## src/include/ecr_pkg.sv

```systemverilog
// Shared constants, field positions and the checksum step for the event status block
package ecr_pkg;
  localparam int DATA_W = 24;
  localparam int SWITCH_COUNT = 24;
  localparam int CFG_WORDS = 8;
  localparam logic [5:0] FRAME_BITS_C = 6'h20;
  localparam logic [5:0] HEAD_BITS = 6'h07;
  localparam logic [5:0] CNT_SAT = 6'h3F;
  localparam logic [5:0] OFS_EVENT_STATUS = 6'h02;
  localparam logic [5:0] OFS_CHECKSUM = 6'h03;
  localparam logic [5:0] OFS_CFG_BASE = 6'h10;
  localparam logic [5:0] OFS_CONTROL = 6'h1E;
  localparam logic [23:0] EVENT_STATUS_RST = 24'h00_0001;
  localparam logic [23:0] CFG_WORD_RST = 24'h00_0000;
  localparam logic [15:0] CHECKSUM_RST = 16'hFFFF;
  localparam logic [15:0] CCITT_POLY = 16'h1021;
  localparam int BIT_POR = 0;
  localparam int BIT_FRAME = 1;
  localparam int BIT_PARITY = 2;
  localparam int BIT_SWITCH = 3;
  localparam int BIT_TSD = 4;
  localparam int BIT_TW = 5;
  localparam int BIT_OV = 6;
  localparam int BIT_UV = 7;
  localparam int BIT_CHECKSUM = 8;
  localparam int CTRL_TRIG = 0;
  localparam int CTRL_SOFT_RST = 1;
  localparam int FR_WRITE = 31;
  localparam int FR_ADDR_HI = 30;
  localparam int FR_ADDR_LO = 25;
  localparam int FR_DATA_HI = 24;
  localparam int FR_DATA_LO = 1;
  localparam int RSP_POR = 31;
  localparam int RSP_FRAME = 30;
  localparam int RSP_PARITY = 29;

  // One bit of the CCITT checksum, message bit entering at the top
  function automatic logic [15:0] crc_step(input logic [15:0] crc, input logic din);
    crc_step = {crc[14:0], 1'b0} ^ ((crc[15] ^ din) ? CCITT_POLY : 16'h0000);
  endfunction : crc_step
endpackage : ecr_pkg

```

## src/hdl/ecr_cfg_mem.sv

```systemverilog
// Configuration word store with two registered read ports
`timescale 1ns/1ps
`default_nettype none
module ecr_cfg_mem
  import ecr_pkg::*;
#(
  parameter int WIDTH = DATA_W,
  parameter int DEPTH = CFG_WORDS,
  parameter int AW = 3
) (
  input wire logic clk_sys,
  input wire logic rst_n,
  input wire logic wr_en,
  input wire logic [AW-1:0] wr_addr,
  input wire logic [WIDTH-1:0] wr_data,
  input wire logic [AW-1:0] rd_addr_a,
  output logic [WIDTH-1:0] rd_data_a,
  input wire logic [AW-1:0] rd_addr_b,
  output logic [WIDTH-1:0] rd_data_b
);
  logic [WIDTH-1:0] mem_q [DEPTH];

  always_ff @(posedge clk_sys) begin
    if (!rst_n) begin
      for (int i = 0; i < DEPTH; i++) begin
        mem_q[i] <= WIDTH'(CFG_WORD_RST);
      end
    end else if (wr_en) begin
      mem_q[wr_addr] <= wr_data;
    end
  end

  always_ff @(posedge clk_sys) begin
    if (!rst_n) begin
      rd_data_a <= '0;
      rd_data_b <= '0;
    end else begin
      rd_data_a <= mem_q[rd_addr_a];
      rd_data_b <= mem_q[rd_addr_b];
    end
  end
endmodule : ecr_cfg_mem
`default_nettype wire

```

## src/hdl/ecr_checksum_engine.sv

```systemverilog
// Bit-serial checksum over the configuration words in ascending order
`timescale 1ns/1ps
`default_nettype none
module ecr_checksum_engine
  import ecr_pkg::*;
#(
  parameter int WORDS = CFG_WORDS,
  parameter int AW = 3
) (
  input wire logic clk_sys,
  input wire logic rst_n,
  input wire logic start,
  output logic [AW-1:0] rd_addr,
  input wire logic [DATA_W-1:0] rd_data,
  output logic [15:0] crc,
  output logic done
);
  typedef enum logic [1:0] {CK_IDLE, CK_FETCH, CK_LOAD, CK_SHIFT} ecr_ck_state_t;

  ecr_ck_state_t state_q;
  logic [DATA_W-1:0] sh_q;
  logic [4:0] bit_q;

  always_ff @(posedge clk_sys) begin
    if (!rst_n) begin
      state_q <= CK_IDLE;
      rd_addr <= '0;
      sh_q <= '0;
      bit_q <= '0;
      crc <= CHECKSUM_RST;
      done <= 1'b0;
    end else begin
      done <= 1'b0;
      case (state_q)
        CK_IDLE: begin
          if (start) begin
            crc <= CHECKSUM_RST; // RULE20
            rd_addr <= '0;
            state_q <= CK_FETCH;
          end
        end
        CK_FETCH: begin
          state_q <= CK_LOAD;
        end
        CK_LOAD: begin
          sh_q <= rd_data;
          bit_q <= 5'(DATA_W - 1);
          state_q <= CK_SHIFT;
        end
        CK_SHIFT: begin
          crc <= crc_step(crc, sh_q[DATA_W-1]); // RULE20
          sh_q <= {sh_q[DATA_W-2:0], 1'b0};
          bit_q <= bit_q - 5'd1;
          if (bit_q == 5'd0) begin
            if (rd_addr == AW'(WORDS - 1)) begin
              done <= 1'b1;
              state_q <= CK_IDLE;
            end else begin
              rd_addr <= rd_addr + 1'b1;
              state_q <= CK_FETCH;
            end
          end
        end
        default: begin
          state_q <= CK_IDLE;
        end
      endcase
    end
  end
endmodule : ecr_checksum_engine
`default_nettype wire

```

## src/hdl/ecr_event_status.sv

```systemverilog
// Event status with read-to-clear, checksum readback and the serial front end
`timescale 1ns/1ps
`default_nettype none
// Functional notes
// RULE1: Supply low start and end set bit 7
// RULE2: Supply high start and end set bit 6
// RULE3: Thermal warning start and end set bit 5
// RULE4: Thermal shutdown start and end set bit 4
// RULE5: Any switch threshold crossing sets bit 3
// RULE6: First finished poll cycle also sets bit 3
// RULE7: Even-parity frame discarded, sets bit 2
// RULE8: Response parity flag copies bit 2
// RULE9: Only exact 32-bit frames accepted, else bit 1
// RULE10: No clock edges means no length error
// RULE11: Response frame flag copies bit 1
// RULE12: Every reset leaves bit 0 set
// RULE13: Reset restores all registers and state; soft reset leaves the meta_q, sync_q and prev_q stages as they are
// RULE14: Response reset flag copies bit 0
// RULE15: Reading status clears its reported bits
// RULE16: Checksum in low 16 bits, reset ones
// RULE17: Host compares its own checksum
// RULE18: Interrupt released at end of status read
// RULE19: Finished checksum sets bit 8
// RULE20: CCITT over config words, ascending, ones start
// RULE21: Interrupt low while any status bit set
module ecr_event_status
  import ecr_pkg::*;
#(
  parameter int CFG_N = CFG_WORDS,
  parameter int SW_N = SWITCH_COUNT
) (
  input wire logic clk_sys,
  input wire logic rst_n,
  input wire logic spi_sclk,
  input wire logic spi_cs_n,
  input wire logic spi_mosi,
  output logic spi_miso,
  output logic spi_miso_oe,
  output logic int_n,
  input wire logic supply_low_event,
  input wire logic supply_high_event,
  input wire logic thermal_warning_event,
  input wire logic thermal_shutdown_event,
  input wire logic [SW_N-1:0] switch_input,
  input wire logic poll_active,
  input wire logic poll_cycle_done
);
  localparam int SYNC_W = SW_N + 7;
  localparam int CA_W = $clog2(CFG_N);
  localparam logic [SYNC_W-1:0] SYNC_RST = {{(SYNC_W - 1){1'b0}}, 1'b1};

  logic rst_all;
  logic sys_rst_n;
  logic soft_rst_q;
  logic [SYNC_W-1:0] meta_q;
  logic [SYNC_W-1:0] sync_q;
  logic [SYNC_W-1:0] prev_q;
  logic [2:0] prime_q;
  logic in_frame;
  logic cs_fall;
  logic cs_rise;
  logic sclk_rise;
  logic sclk_fall;
  logic [5:0] bit_cnt_q;
  logic [31:0] rx_q;
  logic [31:0] tx_q;
  logic head_q;
  logic load_q;
  logic [23:0] snap_q;
  logic [23:0] status_q;
  logic [23:0] status_d;
  logic [23:0] ev_set;
  logic [23:0] ev_clr;
  logic len_err;
  logic par_err;
  logic frame_ok;
  logic wr_cmd;
  logic [5:0] fr_addr;
  logic [23:0] fr_data;
  logic [5:0] head_addr;
  logic [23:0] rd_mux;
  logic poll_prev_q;
  logic poll_pend_q;
  logic poll_ev;
  logic crc_start_q;
  logic crc_done;
  logic [15:0] crc_val;
  logic [23:0] cfg_rd_spi;
  logic [23:0] cfg_rd_crc;
  logic [CA_W-1:0] crc_addr;
  logic cfg_we;
  logic ctrl_wr;

  function automatic logic is_cfg(input logic [5:0] a);
    is_cfg = (a >= OFS_CFG_BASE) && (a < OFS_CFG_BASE + 6'(CFG_N));
  endfunction : is_cfg

  function automatic logic [CA_W-1:0] cfg_idx(input logic [5:0] a);
    cfg_idx = CA_W'(a - OFS_CFG_BASE);
  endfunction : cfg_idx

  // Hardware reset or the one-cycle software reset pulse
  assign rst_all = !rst_n || soft_rst_q; // RULE13
  assign sys_rst_n = !rst_all;

  // Pins and analogue levels: two stages, then an edge-history stage
  always_ff @(posedge clk_sys) begin
    if (!rst_n) begin
      meta_q <= SYNC_RST;
      sync_q <= SYNC_RST;
      prev_q <= SYNC_RST;
    end else begin
      meta_q <= {switch_input, supply_low_event, supply_high_event, thermal_warning_event,
                 thermal_shutdown_event, spi_mosi, spi_sclk, spi_cs_n};
      sync_q <= meta_q;
      prev_q <= sync_q;
    end
  end

  // Level edges count only once the history holds real samples
  always_ff @(posedge clk_sys) begin
    if (rst_all) begin
      prime_q <= '0;
    end else begin
      prime_q <= {prime_q[1:0], 1'b1};
    end
  end

  assign in_frame = !sync_q[0];
  assign cs_fall = prev_q[0] && !sync_q[0];
  assign cs_rise = !prev_q[0] && sync_q[0];
  assign sclk_rise = in_frame && !prev_q[1] && sync_q[1];
  assign sclk_fall = in_frame && prev_q[1] && !sync_q[1];

  // Bit counter saturates so that long frames stay wrong
  always_ff @(posedge clk_sys) begin
    if (rst_all || cs_fall) begin
      bit_cnt_q <= '0;
      rx_q <= '0;
    end else if (sclk_rise) begin
      rx_q <= {rx_q[30:0], sync_q[2]};
      if (bit_cnt_q != CNT_SAT) begin
        bit_cnt_q <= bit_cnt_q + 6'd1; // RULE9
      end
    end
  end

  // After command and address bits, fetch the word to send back
  always_ff @(posedge clk_sys) begin
    if (rst_all || cs_fall) begin
      head_q <= 1'b0;
      load_q <= 1'b0;
    end else begin
      load_q <= 1'b0;
      if (!head_q && bit_cnt_q == HEAD_BITS) begin
        head_q <= 1'b1;
        load_q <= 1'b1;
      end
    end
  end

  assign head_addr = rx_q[5:0];

  always_comb begin
    rd_mux = '0;
    if (head_addr == OFS_EVENT_STATUS) begin
      rd_mux = status_q;
    end else if (head_addr == OFS_CHECKSUM) begin
      rd_mux = {8'h00, crc_val}; // RULE16
    end else if (is_cfg(head_addr)) begin
      rd_mux = cfg_rd_spi;
    end
  end

  // Response word: flags at frame start, data and odd parity once addressed
  always_ff @(posedge clk_sys) begin
    if (rst_all) begin
      tx_q <= '0;
      snap_q <= '0;
    end else if (cs_fall) begin
      tx_q <= {status_q[BIT_POR], status_q[BIT_FRAME], status_q[BIT_PARITY], 29'h0}; // RULE8
      snap_q <= '0;
    end else if (load_q) begin
      tx_q <= {tx_q[31:29], 4'h0, rd_mux, ~^{tx_q[31:29], rd_mux}};
      snap_q <= (head_addr == OFS_EVENT_STATUS) ? status_q : '0;
    end
  end

  // Reset and frame flags reach the wire as the first response bits
  always_ff @(posedge clk_sys) begin
    if (rst_all) begin
      spi_miso <= 1'b0;
      spi_miso_oe <= 1'b0;
    end else begin
      spi_miso_oe <= in_frame;
      if (cs_fall) begin
        spi_miso <= status_q[BIT_POR]; // RULE14
      end else if (sclk_fall) begin
        spi_miso <= bit_cnt_q[5] ? 1'b0 : tx_q[~bit_cnt_q[4:0]]; // RULE11
      end
    end
  end

  // Frame checks at chip select release
  assign len_err = cs_rise && bit_cnt_q != 6'h00 && bit_cnt_q != FRAME_BITS_C; // RULE9 RULE10
  assign par_err = cs_rise && bit_cnt_q == FRAME_BITS_C && !(^rx_q); // RULE7
  assign frame_ok = cs_rise && bit_cnt_q == FRAME_BITS_C && (^rx_q);
  assign wr_cmd = rx_q[FR_WRITE];
  assign fr_addr = rx_q[FR_ADDR_HI:FR_ADDR_LO];
  assign fr_data = rx_q[FR_DATA_HI:FR_DATA_LO];
  assign cfg_we = frame_ok && wr_cmd && is_cfg(fr_addr);
  assign ctrl_wr = frame_ok && wr_cmd && fr_addr == OFS_CONTROL;

  always_ff @(posedge clk_sys) begin
    if (!rst_n) begin
      soft_rst_q <= 1'b0;
    end else begin
      soft_rst_q <= ctrl_wr && fr_data[CTRL_SOFT_RST]; // RULE12
    end
  end

  always_ff @(posedge clk_sys) begin
    if (rst_all) begin
      crc_start_q <= 1'b0;
    end else begin
      crc_start_q <= ctrl_wr && fr_data[CTRL_TRIG]; // RULE20
    end
  end

  // Polling start arms a one-shot for the first finished cycle
  always_ff @(posedge clk_sys) begin
    if (rst_all) begin
      poll_prev_q <= 1'b0;
      poll_pend_q <= 1'b0;
    end else begin
      poll_prev_q <= poll_active;
      if (poll_active && !poll_prev_q) begin
        poll_pend_q <= 1'b1;
      end else if (poll_cycle_done) begin
        poll_pend_q <= 1'b0;
      end
    end
  end

  assign poll_ev = poll_pend_q && poll_cycle_done;

  // Only bits reported by the read are cleared; new events win
  always_comb begin
    ev_set = '0;
    for (int i = 0; i < 4; i++) begin
      ev_set[BIT_TSD + i] = prime_q[2] && (sync_q[3 + i] != prev_q[3 + i]); // RULE1 RULE2 RULE3 RULE4
    end
    ev_set[BIT_SWITCH] = (prime_q[2] && sync_q[SYNC_W-1:7] != prev_q[SYNC_W-1:7]) // RULE5
                         || poll_ev; // RULE6
    ev_set[BIT_PARITY] = par_err; // RULE7
    ev_set[BIT_FRAME] = len_err; // RULE9
    ev_set[BIT_CHECKSUM] = crc_done; // RULE19
    ev_clr = (frame_ok && !wr_cmd && fr_addr == OFS_EVENT_STATUS) ? snap_q : '0; // RULE15
    status_d = (status_q & ~ev_clr) | ev_set;
  end

  always_ff @(posedge clk_sys) begin
    if (rst_all) begin
      status_q <= EVENT_STATUS_RST; // RULE12
    end else begin
      status_q <= status_d;
    end
  end

  always_ff @(posedge clk_sys) begin
    if (rst_all) begin
      int_n <= 1'b0;
    end else begin
      int_n <= ~|status_d; // RULE18 RULE21
    end
  end

  ecr_cfg_mem #(
    .WIDTH(DATA_W),
    .DEPTH(CFG_N),
    .AW(CA_W)
  ) u_cfg_mem (
    .clk_sys(clk_sys),
    .rst_n(sys_rst_n),
    .wr_en(cfg_we),
    .wr_addr(cfg_idx(fr_addr)),
    .wr_data(fr_data),
    .rd_addr_a(cfg_idx(head_addr)),
    .rd_data_a(cfg_rd_spi),
    .rd_addr_b(crc_addr),
    .rd_data_b(cfg_rd_crc)
  );

  ecr_checksum_engine #(
    .WORDS(CFG_N),
    .AW(CA_W)
  ) u_checksum (
    .clk_sys(clk_sys),
    .rst_n(sys_rst_n),
    .start(crc_start_q),
    .rd_addr(crc_addr),
    .rd_data(cfg_rd_crc),
    .crc(crc_val),
    .done(crc_done)
  );
endmodule : ecr_event_status
`default_nettype wire

```

## config.mk

```make
export PLATFORM = sky130hd
export DESIGN_NAME = ecr_event_status
export DESIGN_NICKNAME = d
export VERILOG_FILES = /design/src/include/ecr_pkg.sv /design/src/hdl/ecr_cfg_mem.sv /design/src/hdl/ecr_checksum_engine.sv /design/src/hdl/ecr_event_status.sv
export SDC_FILE = /design/constraint.sdc
export NUM_CORES = 1
export LEC_CHECK = 0
export BUFFER_PORTS_ARGS = -buffer_cell sky130_fd_sc_hd__buf_2
export CAP_MARGIN = 25
export CORE_ASPECT_RATIO = 0.5
export CORE_MARGIN = 3
export CORE_UTILIZATION = 36
export CTS_BUF_LIST = sky130_fd_sc_hd__clkbuf_4
export DETAILED_ROUTE_END_ITERATION = 6
export HOLD_SLACK_MARGIN = 0.1
export SLEW_MARGIN = 10
export SYNTH_ARGS = -nofsm -noshare
export SYNTH_HDL_FRONTEND = slang
export SYNTH_HIERARCHICAL = 1
export SYNTH_SLANG_ARGS = --single-unit
```

## constraint.sdc

```tcl
create_clock -name clk_sys -period 7.3 [get_ports clk_sys]
set_input_delay 0.73 -clock clk_sys [delete_from_list [all_inputs] [get_ports clk_sys]]
set_output_delay 0.73 -clock clk_sys [all_outputs]
set_load 0.02 [all_outputs]
```

== After elaboration in Yosys (flattened, before gate mapping) ==
Memories as Yosys holds them, arrays and structs flattened. A register that Yosys moved wholly into a read port is not among the register bits.
Index checks and enable logic that the tools add are counted.

* $add $sub $neg: 5
* $mul: 0
* Div/mod/pow operators: 0
* $lt $le $gt $ge: 5
* Eq/ne operators: 20
* Shifts and indexed selects: 0
* Muxes and demuxes: 37
* Bitwise operators: 8
* Reductions and logical operators: 58

{| class="wikitable"
|+ Operators by type and width
! operator !! count
|-
| $mux 24 || 6
|-
| $pmux 24 s2 || 1
|-
| $reduce_or 24->1 || 2
|-
| $mux 32 || 1
|-
| $pmux 16 s2 || 1
|-
| $reduce_xor 32->1 || 1
|-
| $logic_and 1x1->1 || 28
|-
| $reduce_xnor 27->1 || 1
|-
| $mux 25 || 1
|-
| $and 24x24->24 || 1
|-
| $ne 24x24->1 || 1
|-
| $not 24->24 || 1
|-
| $or 24x9->24 || 1
|-
| $eq 6x2->1 const B || 3
|-
| $mux 16 || 1
|-
| $xor 16x16->16 || 1
|-
| $mux 1 || 15
|-
| $mux 13 || 1
|-
| $ge 6x5->1 const B || 2
|-
| $lt 6x5->1 const B || 2
|-
| $mux 3 || 4
|-
| $ne 6x6->1 const B || 2
|-
| $logic_not 1->1 || 10
|-
| $pmux 5 s2 || 1
|-
| 30 further kinds || 45
|}

* Register bits: 270
* Latch bits: 0
* Memory bits (writable): 192
* ROM bits: 0
* Memories: 1

{| class="wikitable"
|+ Memories
! memory !! words !! width !! read ports !! clocked after memory_dff !! wr ports !! RTL line !! source
|-
| u_cfg_mem.mem_q || 8 || 24 || 2 || 2 || 8 || ecr_cfg_mem.sv:21 || <nowiki>logic [WIDTH-1:0] mem_q [DEPTH];</nowiki>
|}

== Depth between registers and ports, before layout ==
Gate-level depths: netlist of run 1.

* Depth after elaboration: 12
* Mapped depth: 12

== Cells and area by module ==
Netlist of run 1, hierarchy kept.

{| class="wikitable"
|+ By module, submodules not included
! module !! times used !! cells an instance !! area an instance (um^2) !! sequential area each (um^2)
|-
| ecr_cfg_mem || 1 || 781 || 11372.2 || 6726.5
|-
| ecr_event_status || 1 || 967 || 8798.4 || 4364.2
|-
| ecr_checksum_engine || 1 || 239 || 2364.8 || 1021.0
|}

== Least setup slack after synthesis of run 1 ==
Ideal clock, no wire load.

* Path kind: reg-to-reg
* From: register rx_q[16]
* To: memory u_cfg_mem/mem_q[5][0] in the netlist's numbering, enable pin
* Library setup time: 0.438 ns
* Arrival time: 4.219 ns
* Data required time: 6.862 ns
* Setup slack: 2.642 ns
* Cell stages (with the launch flop): 9
* Period minus slack after synthesis: 4.658 ns
* Cell sequence: dfxtp_1 > xnor2_1 > xnor3_1 > xnor3_1 > xnor3_2 > buf_6 > nor4_1 > nand3_1 > o21ai_0

{| class="wikitable"
|+ RTL lines
! element !! RTL line !! source
|-
| start: declaration || ecr_event_status.sv:65 || <nowiki>logic [31:0] rx_q;</nowiki>
|-
| start signal: assignment || ecr_event_status.sv:141 || <nowiki>rx_q <= {rx_q[30:0], sync_q[2]};</nowiki>
|-
| end: declaration || ecr_cfg_mem.sv:21 ||
|}

==> impl_metrics.env, run 1 <==
export IMPL_slew_headroom_pct=32.7
export IMPL_status="finished, final reports clean"
export IMPL_cts_resized=0
export IMPL_clock_latency_ps=890
export IMPL_drc=0
export IMPL_ctsRootBufferMaster="clkbuf_4"
export IMPL_critPathKind="reg -> reg"
export IMPL_dp_slack_ps=2580
export IMPL_synth_cell_type_count=72
export IMPL_io_pins=38
export IMPL_rsz0062_at_grt="false"
export IMPL_yosys_top_cells_area="dfxtp_1 28%, edfxtp_1 26%, and2_1 8.2%"
export IMPL_power_frac_clock_pct=41.9
export IMPL_clockBufferDepth=3
export IMPL_syn_nets=2036
export IMPL_drive_gt1_share_pct=18.8
export IMPL_die_width_um=360
export IMPL_core_region_area_um2=61500
export IMPL_cp_start_kind="register"
export IMPL_grt_pass1_wl_um=89600
export IMPL_synth_flop_cell="dfxtp_1"
export IMPL_die_h_um=183
export IMPL_drv_cap=0
export IMPL_powerDensity_nw_per_um2=224
export IMPL_holdBufCountCts=32
export IMPL_synth_top_area_cell="dfxtp_1"
export IMPL_comb_power_share_pct=3.8
export IMPL_ys_ff_latch=509
export IMPL_syn_avg_cell_area_um2=11.3
export IMPL_hp_class="in -> reg"
export IMPL_synth_edf_count=192
export IMPL_drtPass1Iterations=5
export IMPL_vias_per_cell=5.15
export IMPL_finalClockSkew_ps=54.7
export IMPL_yosysTopAreaCellShare_pct=28.2
export IMPL_synth_area_um2=22500
export IMPL_synth_most_common_cell="dfxtp_1"
export IMPL_ys_top_cells_by_count="317 x dfxtp_1, 295 x and2_1, 192 x edfxtp_1"
export IMPL_syn2layout_area_growth_pct=12.6
export IMPL_numCtsBuffers=121
export IMPL_power_switching_mw=1.30
export IMPL_worstPathMaxFanout=41
export IMPL_tns_ps=0
export IMPL_ir_drop_uv=129
export IMPL_io_buffers=37
export IMPL_drt_iter0_drc=1278
export IMPL_maxSlewViolCount=0
export IMPL_post_cts_buffers=0
export IMPL_hold_path_depth=3
export IMPL_synthArstFlopShare_pct=0
export IMPL_cts_max_level=3
export IMPL_antenna_found_initial=4
export IMPL_clk_pin_slew_ps=70
export IMPL_reg2reg_depth=12
export IMPL_grt_overflow_total=0
export IMPL_start_util_pct=36.6
export IMPL_sw_frac_of_total_pct=22.8
export IMPL_end_kind="register"
export IMPL_worst_slack_ps=2500
export IMPL_gp_congestion=0.818
export IMPL_period_needed_ps=4800
export IMPL_fin_nets=2126
export IMPL_cp_required_ps=7850
export IMPL_setup_viol=0
export IMPL_finalHoldViolations=0
export IMPL_p_leak_nw=9.22
export IMPL_grt_usage_pct=17.5
export IMPL_worstMarginPinSlew_ps=1010
export IMPL_grt_max_degree=99
export IMPL_min_period_over_period_pct=65.8
export IMPL_dpl_hpwl_um=35500
export IMPL_cts_sinks=509
export IMPL_wl_per_cell_um=19.3
export IMPL_cp_arrival_ps=5350
export IMPL_num_vias=15400
export IMPL_yosysSeqAreaShare_pct=53.7
export IMPL_max_freq_mhz=208
export IMPL_std_cell_rows=64
export IMPL_cts_tree="built"
export IMPL_p_int_mw=4.38
export IMPL_syn_inst=1987
export IMPL_grt_pass1_vias=15200
export IMPL_die_area_um2=65800
export IMPL_synth_warning_count=6
export IMPL_drt_wl_total_um=57900
export IMPL_seqPwrFrac_pct=54.3
export IMPL_ant_nets=0
[layout by cell type (no fill, tap or decap), types with 11 or more instances in the layout]
| master | instances |
|---|---|
| a21oi_1 | 103 |
| mux2i_1 | 102 |
| buf_4 | 37 |
| and2_1 | 295 |
| mux4_1 | 12 |
| a221oi_1 | 22 |
| clkinv_1 | 13 |
| o211a_1 | 24 |
| dfxtp_1 | 312 |
| nand2b_1 | 36 |
| inv_1 | 47 |
| ha_1 | 13 |
| a22oi_1 | 43 |
| nand2_1 | 110 |
| nand3_1 | 32 |
| mux4_2 | 43 |
| nor3b_1 | 13 |
| nor2_1 | 97 |
| o21ai_0 | 88 |
| dlygate4sd3_1 | 32 |
| edfxtp_1 | 192 |
| mux2_2 | 48 |
| buf_2 | 37 |
| xnor2_1 | 35 |
| clkbuf_4 | 193 |
| a31oi_1 | 11 |
| xor2_1 | 30 |
[metal layers]
metal	up-vias	track usage [%]	part of all wire, %
met5	-	0	0
met4	0	5.53	1.8
met3	83	4.95	8.6
met2	560	27.5	45
met1	7473	23.5	45
li1	7317	-	-
[cell type report]
cell class	count	area (um2)
diodes	4	10.0
clock buffers	193	1450
clock inverters	21	139
fillers	5903	36100
inverters	49	185
multi-input cells	1289	9640
flip-flops and latches	509	12100
well taps	825	1030
repair buffers	107	798
[power by group through the flow]
| stage | sequential [mW] | combinational, mW | clock (mW) |
|---|---|---|---|
| after CTS | 3.09 | 0.216 | 2.45 |
| after floorplan | 3.13 | 0.132 | 0 |
| after global placement | 3.15 | 0.198 | 0 |
| after detailed placement | 3.15 | 0.201 | 0 |
| final | 3.09 | 0.215 | 2.38 |
| after global routing | 3.09 | 0.234 | 2.61 |
[flip-flops by register name, summed over array words and instances (netlist names), 2 cells and up]
name                 count
status_q                24
prime_q                  3
meta_q                  31
bit_cnt_q                6
rx_q                    32
prev_q                  30
snap_q                  24
tx_q                    28
u_cfg_mem/rd_data_a     24
sync_q                  31
u_checksum/state_q       2
u_cfg_mem/rd_data_b     24
u_checksum/crc          16
u_checksum/rd_addr       3
u_checksum/sh_q         24
u_checksum/bit_q         5
u_cfg_mem/mem_q        192
[critical path: stages (launching register included)]
cell and delay, ps:
dfxtp_4 840, inv_1 120, ha_1 330, xor2_1 180
xnor2_1 200, xnor2_1 160, xnor3_2 510, nor4_1 410
nand3_1 350, nor3_2 190, buf_4 310, nand2b_1 640
buf_8 250
[cells by family (layout without fill, tap and decap cells)]
| kind of cell | count (synthesis) | count (layout) | share of synthesized area, % |
|---|---|---|---|
| other cells | 0 | 4 | 0 |
| flops | 509 | 509 | 53.7 |
| mux | 205 | 205 | 12.6 |
| fa+ha+maj | 14 | 14 | 0.777 |
| simple gates | 643 | 643 | 15.6 |
| xor+xnor | 72 | 72 | 3.20 |
| buf+inv | 189 | 370 | 3.76 |
| compound gates | 355 | 355 | 10.3 |
[stage by stage]
step / area [um2] / utilization [%] / power (mW) / hold slack (ps) / cells
floorplan: 22500 / - / 3.26 / 382 / 1987
global placement: 23400 / 38.1 / 3.34 / 399 / 2746
detailed placement: 23500 / 38.1 / 3.35 / 398 / 2747
CTS: 25400 / 41.2 / 5.75 / 102 / 2993
global route: 25400 / 41.2 / 5.93 / 144 / 2995
finish: 25400 / 41.3 / 5.68 / 215 / 2997
[final timing paths]
kind                   startpoint                              endpoint  slack [ps]
min reg2reg    prime_q[0]$_DFF_P_                 prime_q[1]$_SDFF_PN0_         400
max          rx_q[2]$_SDFFE_PP0P_  u_cfg_mem/mem_q[1][11]$_SDFFCE_PN0P_        2500
min               poll_cycle_done              poll_pend_q$_SDFFE_PN0P_         220
max reg2reg  rx_q[2]$_SDFFE_PP0P_  u_cfg_mem/mem_q[1][11]$_SDFFCE_PN0P_        2500
Note: power is estimated with default switching activity, not from simulation.
==> run 2, diff against run 1 <==
Clock period 7.3 ns to 4.38 ns, I/O delays scaled along.
==> run 2 against run 1 <==
First-iteration DRC count rose by 4.0%. Sequential power up 67%. Worst setup slack got worse by 2100 ps. Power up 68%. Worst hold slack gained 110 ps. Sequential share of layout area is 0.63 points lower. Cell count increased by 1.2%. Via count up 1.1%. Clock skew rose by 8.5 ps. Core utilization rose by 0.55 points. Critical path type unchanged.
==> impl_metrics.env, run 2 (synthesis results as in run 1) <==
export IMPL_post_cts_buffers=0
export IMPL_cts_max_level=3
export IMPL_num_vias=15600
export IMPL_cp_arrival_ps=4550
export IMPL_max_freq_mhz=251
export IMPL_end_kind="register"
export IMPL_drt_wl_total_um=58800
export IMPL_clk_pin_slew_ps=70
export IMPL_final_common_cell="dfxtp_1"
export IMPL_placed_cell_area_um2=23700
export IMPL_die_width_um=360
export IMPL_grt_usage_pct=17.7
export IMPL_r2r_setup_slack_ps=390
export IMPL_largest_register_ffs=192
export IMPL_start_util_pct=36.6
export IMPL_ctsRootBufferMaster="clkbuf_4"
export IMPL_io_buffers=37
export IMPL_cts_tree="built"
export IMPL_grt_pass1_wl_um=90400
export IMPL_status="finished, final reports clean"
export IMPL_critPathKind="reg -> reg"
export IMPL_hold_ws_ps=323
export IMPL_drt_iter0_drc=1329
export IMPL_r2r_start="rx_q[16]$_SDFFE_PP0P_"
export IMPL_gp_congestion=0.840
export IMPL_vias_per_cell=5.15
export IMPL_fin_cells=3033
export IMPL_clock_latency_ps=890
export IMPL_worstMarginPinSlew_ps=1110
export IMPL_worstReg2RegEnd="u_cfg_mem/mem_q[1][6]$_SDFFCE_PN0P_"
export IMPL_ant_nets=0
export IMPL_die_area_um2=65800
export IMPL_grt_overflow_total=0
export IMPL_hold_path_depth=3
export IMPL_cp_start_kind="register"
export IMPL_powerDensity_nw_per_um2=371
export IMPL_antenna_found_initial=3
export IMPL_setup_viol=0
export IMPL_hp_start="poll_active"
export IMPL_drc=0
export IMPL_ir_drop_uv=207
export IMPL_rsz0062_at_grt="false"
export IMPL_grt_pass1_vias=15400
export IMPL_nFillCells=5879
export IMPL_grt_max_degree=94
export IMPL_drive_gt1_share_pct=19.4
export IMPL_drv_cap=0
export IMPL_io_pins=38
export IMPL_fin_nets=2150
export IMPL_hold_end="poll_prev_q$_SDFF_PN0_"
export IMPL_finalInstanceArea_um2=25700
export IMPL_core_region_area_um2=61500
export IMPL_cts_sinks=509
export IMPL_min_period_over_period_pct=91.0
export IMPL_maxSlewViolCount=0
export IMPL_largestRegisters="u_cfg_mem/mem_q x192, rx_q x32"
export IMPL_cts_resized=0
export IMPL_wl_per_cell_um=19.4
export IMPL_regMostFlops="u_cfg_mem/mem_q"
export IMPL_slew_headroom_pct=26.2
export IMPL_finalHoldViolations=0
export IMPL_placed_cells=2767
export IMPL_cp_required_ps=4940
export IMPL_syn2layout_area_growth_pct=14.1
export IMPL_reg2reg_depth=9
export IMPL_die_h_um=183
export IMPL_hp_class="in -> reg"
export IMPL_utilization_pct=41.8
export IMPL_clockBufferDepth=3
export IMPL_period_needed_ps=3990
export IMPL_dpl_hpwl_um=36600
export IMPL_worstPathMaxFanout=17
export IMPL_numCtsBuffers=121
export IMPL_drtPass1Iterations=5
export IMPL_finalClockSkew_ps=63.2
export IMPL_p_leak_nw=9.40
export IMPL_std_cell_rows=64
export IMPL_final_cell_mix="312 x dfxtp_1, 295 x and2_1, 194 x clkbuf_4, 192 x edfxtp_1, 110 x nand2_1"
[run 2: power by group]
group          leakage, nW  switching (mW)  internal (mW)
clock network        0.979            1.92           2.12
logic                 4.01           0.204          0.164
registers             4.41          0.0893           5.06
total                 9.40            2.21           7.34
[run 2: what timing repair did]
action	4_1_cts	5_1_grt
setup endpoints to repair	0	0
hold buffers	35	0
endpoints found under the hold margin	49	0
[run 2: routing by layer]
layer / global-route usage (%) / share of wire [%] / vias to the layer above / wire length, um
met5: 0 / 0 / - / 0
met4: 5.60 / 2.3 / 0 / 1380
met3: 5.21 / 7.8 / 94 / 4590
met2: 27.8 / 45 / 496 / 26300
met1: 23.6 / 45 / 7614 / 26500
li1: - / - / 7404 / -
[run 2: worst max path at each step]
stage	startpoint	endpoint	slack [ps]	cells past startpoint
floorplan	rx_q[16]$_SDFFE_PP0P_	u_cfg_mem/mem_q[5][0]$_SDFFCE_PN0P_	-280	8
global placement	rx_q[16]$_SDFFE_PP0P_	u_cfg_mem/mem_q[1][7]$_SDFFCE_PN0P_	580	9
detailed placement	rx_q[5]$_SDFFE_PP0P_	u_cfg_mem/mem_q[1][1]$_SDFFCE_PN0P_	470	11
CTS	rx_q[5]$_SDFFE_PP0P_	u_cfg_mem/mem_q[1][13]$_SDFFCE_PN0P_	440	11
global route	rx_q[5]$_SDFFE_PP0P_	u_cfg_mem/mem_q[1][15]$_SDFFCE_PN0P_	140	11
finish	rx_q[16]$_SDFFE_PP0P_	u_cfg_mem/mem_q[1][6]$_SDFFCE_PN0P_	390	9
[run 2: layout make-up]
cell class                      count  area [um2]  area share (%)
Clock inverter                     32         180           0.701
Timing Repair Buffer              131        1090            4.24
Clock buffer                      194        1460            5.66
Inverter                           49         185           0.720
Antenna cell                        4        10.0          0.0389
Tap cell                          825        1030            4.01
Sequential cell                   509       12100            47.2
Multi-Input combinational cell   1289        9630            37.5
[run 2: worst max-delay path, stage by stage (launching register included)]
cell and delay [ps]:
dfxtp_1 540, xnor2_1 200, xnor3_1 420, xnor3_1 370, xnor3_2 410, nor4_1 430
nand3_1 410, nor3_2 220, nand2b_1 420, buf_12 240
[run 2: per-stage QoR]
step / setup WS, ps / total power [mW] / setup TNS, ps
global route: 141 / 9.97 / 0
finish: 394 / 9.55 / 0
detailed placement: 465 / 5.59 / 0
CTS: 440 / 9.66 / 0
global placement: 580 / 5.59 / 0
floorplan: -278 / 5.43 / -39660
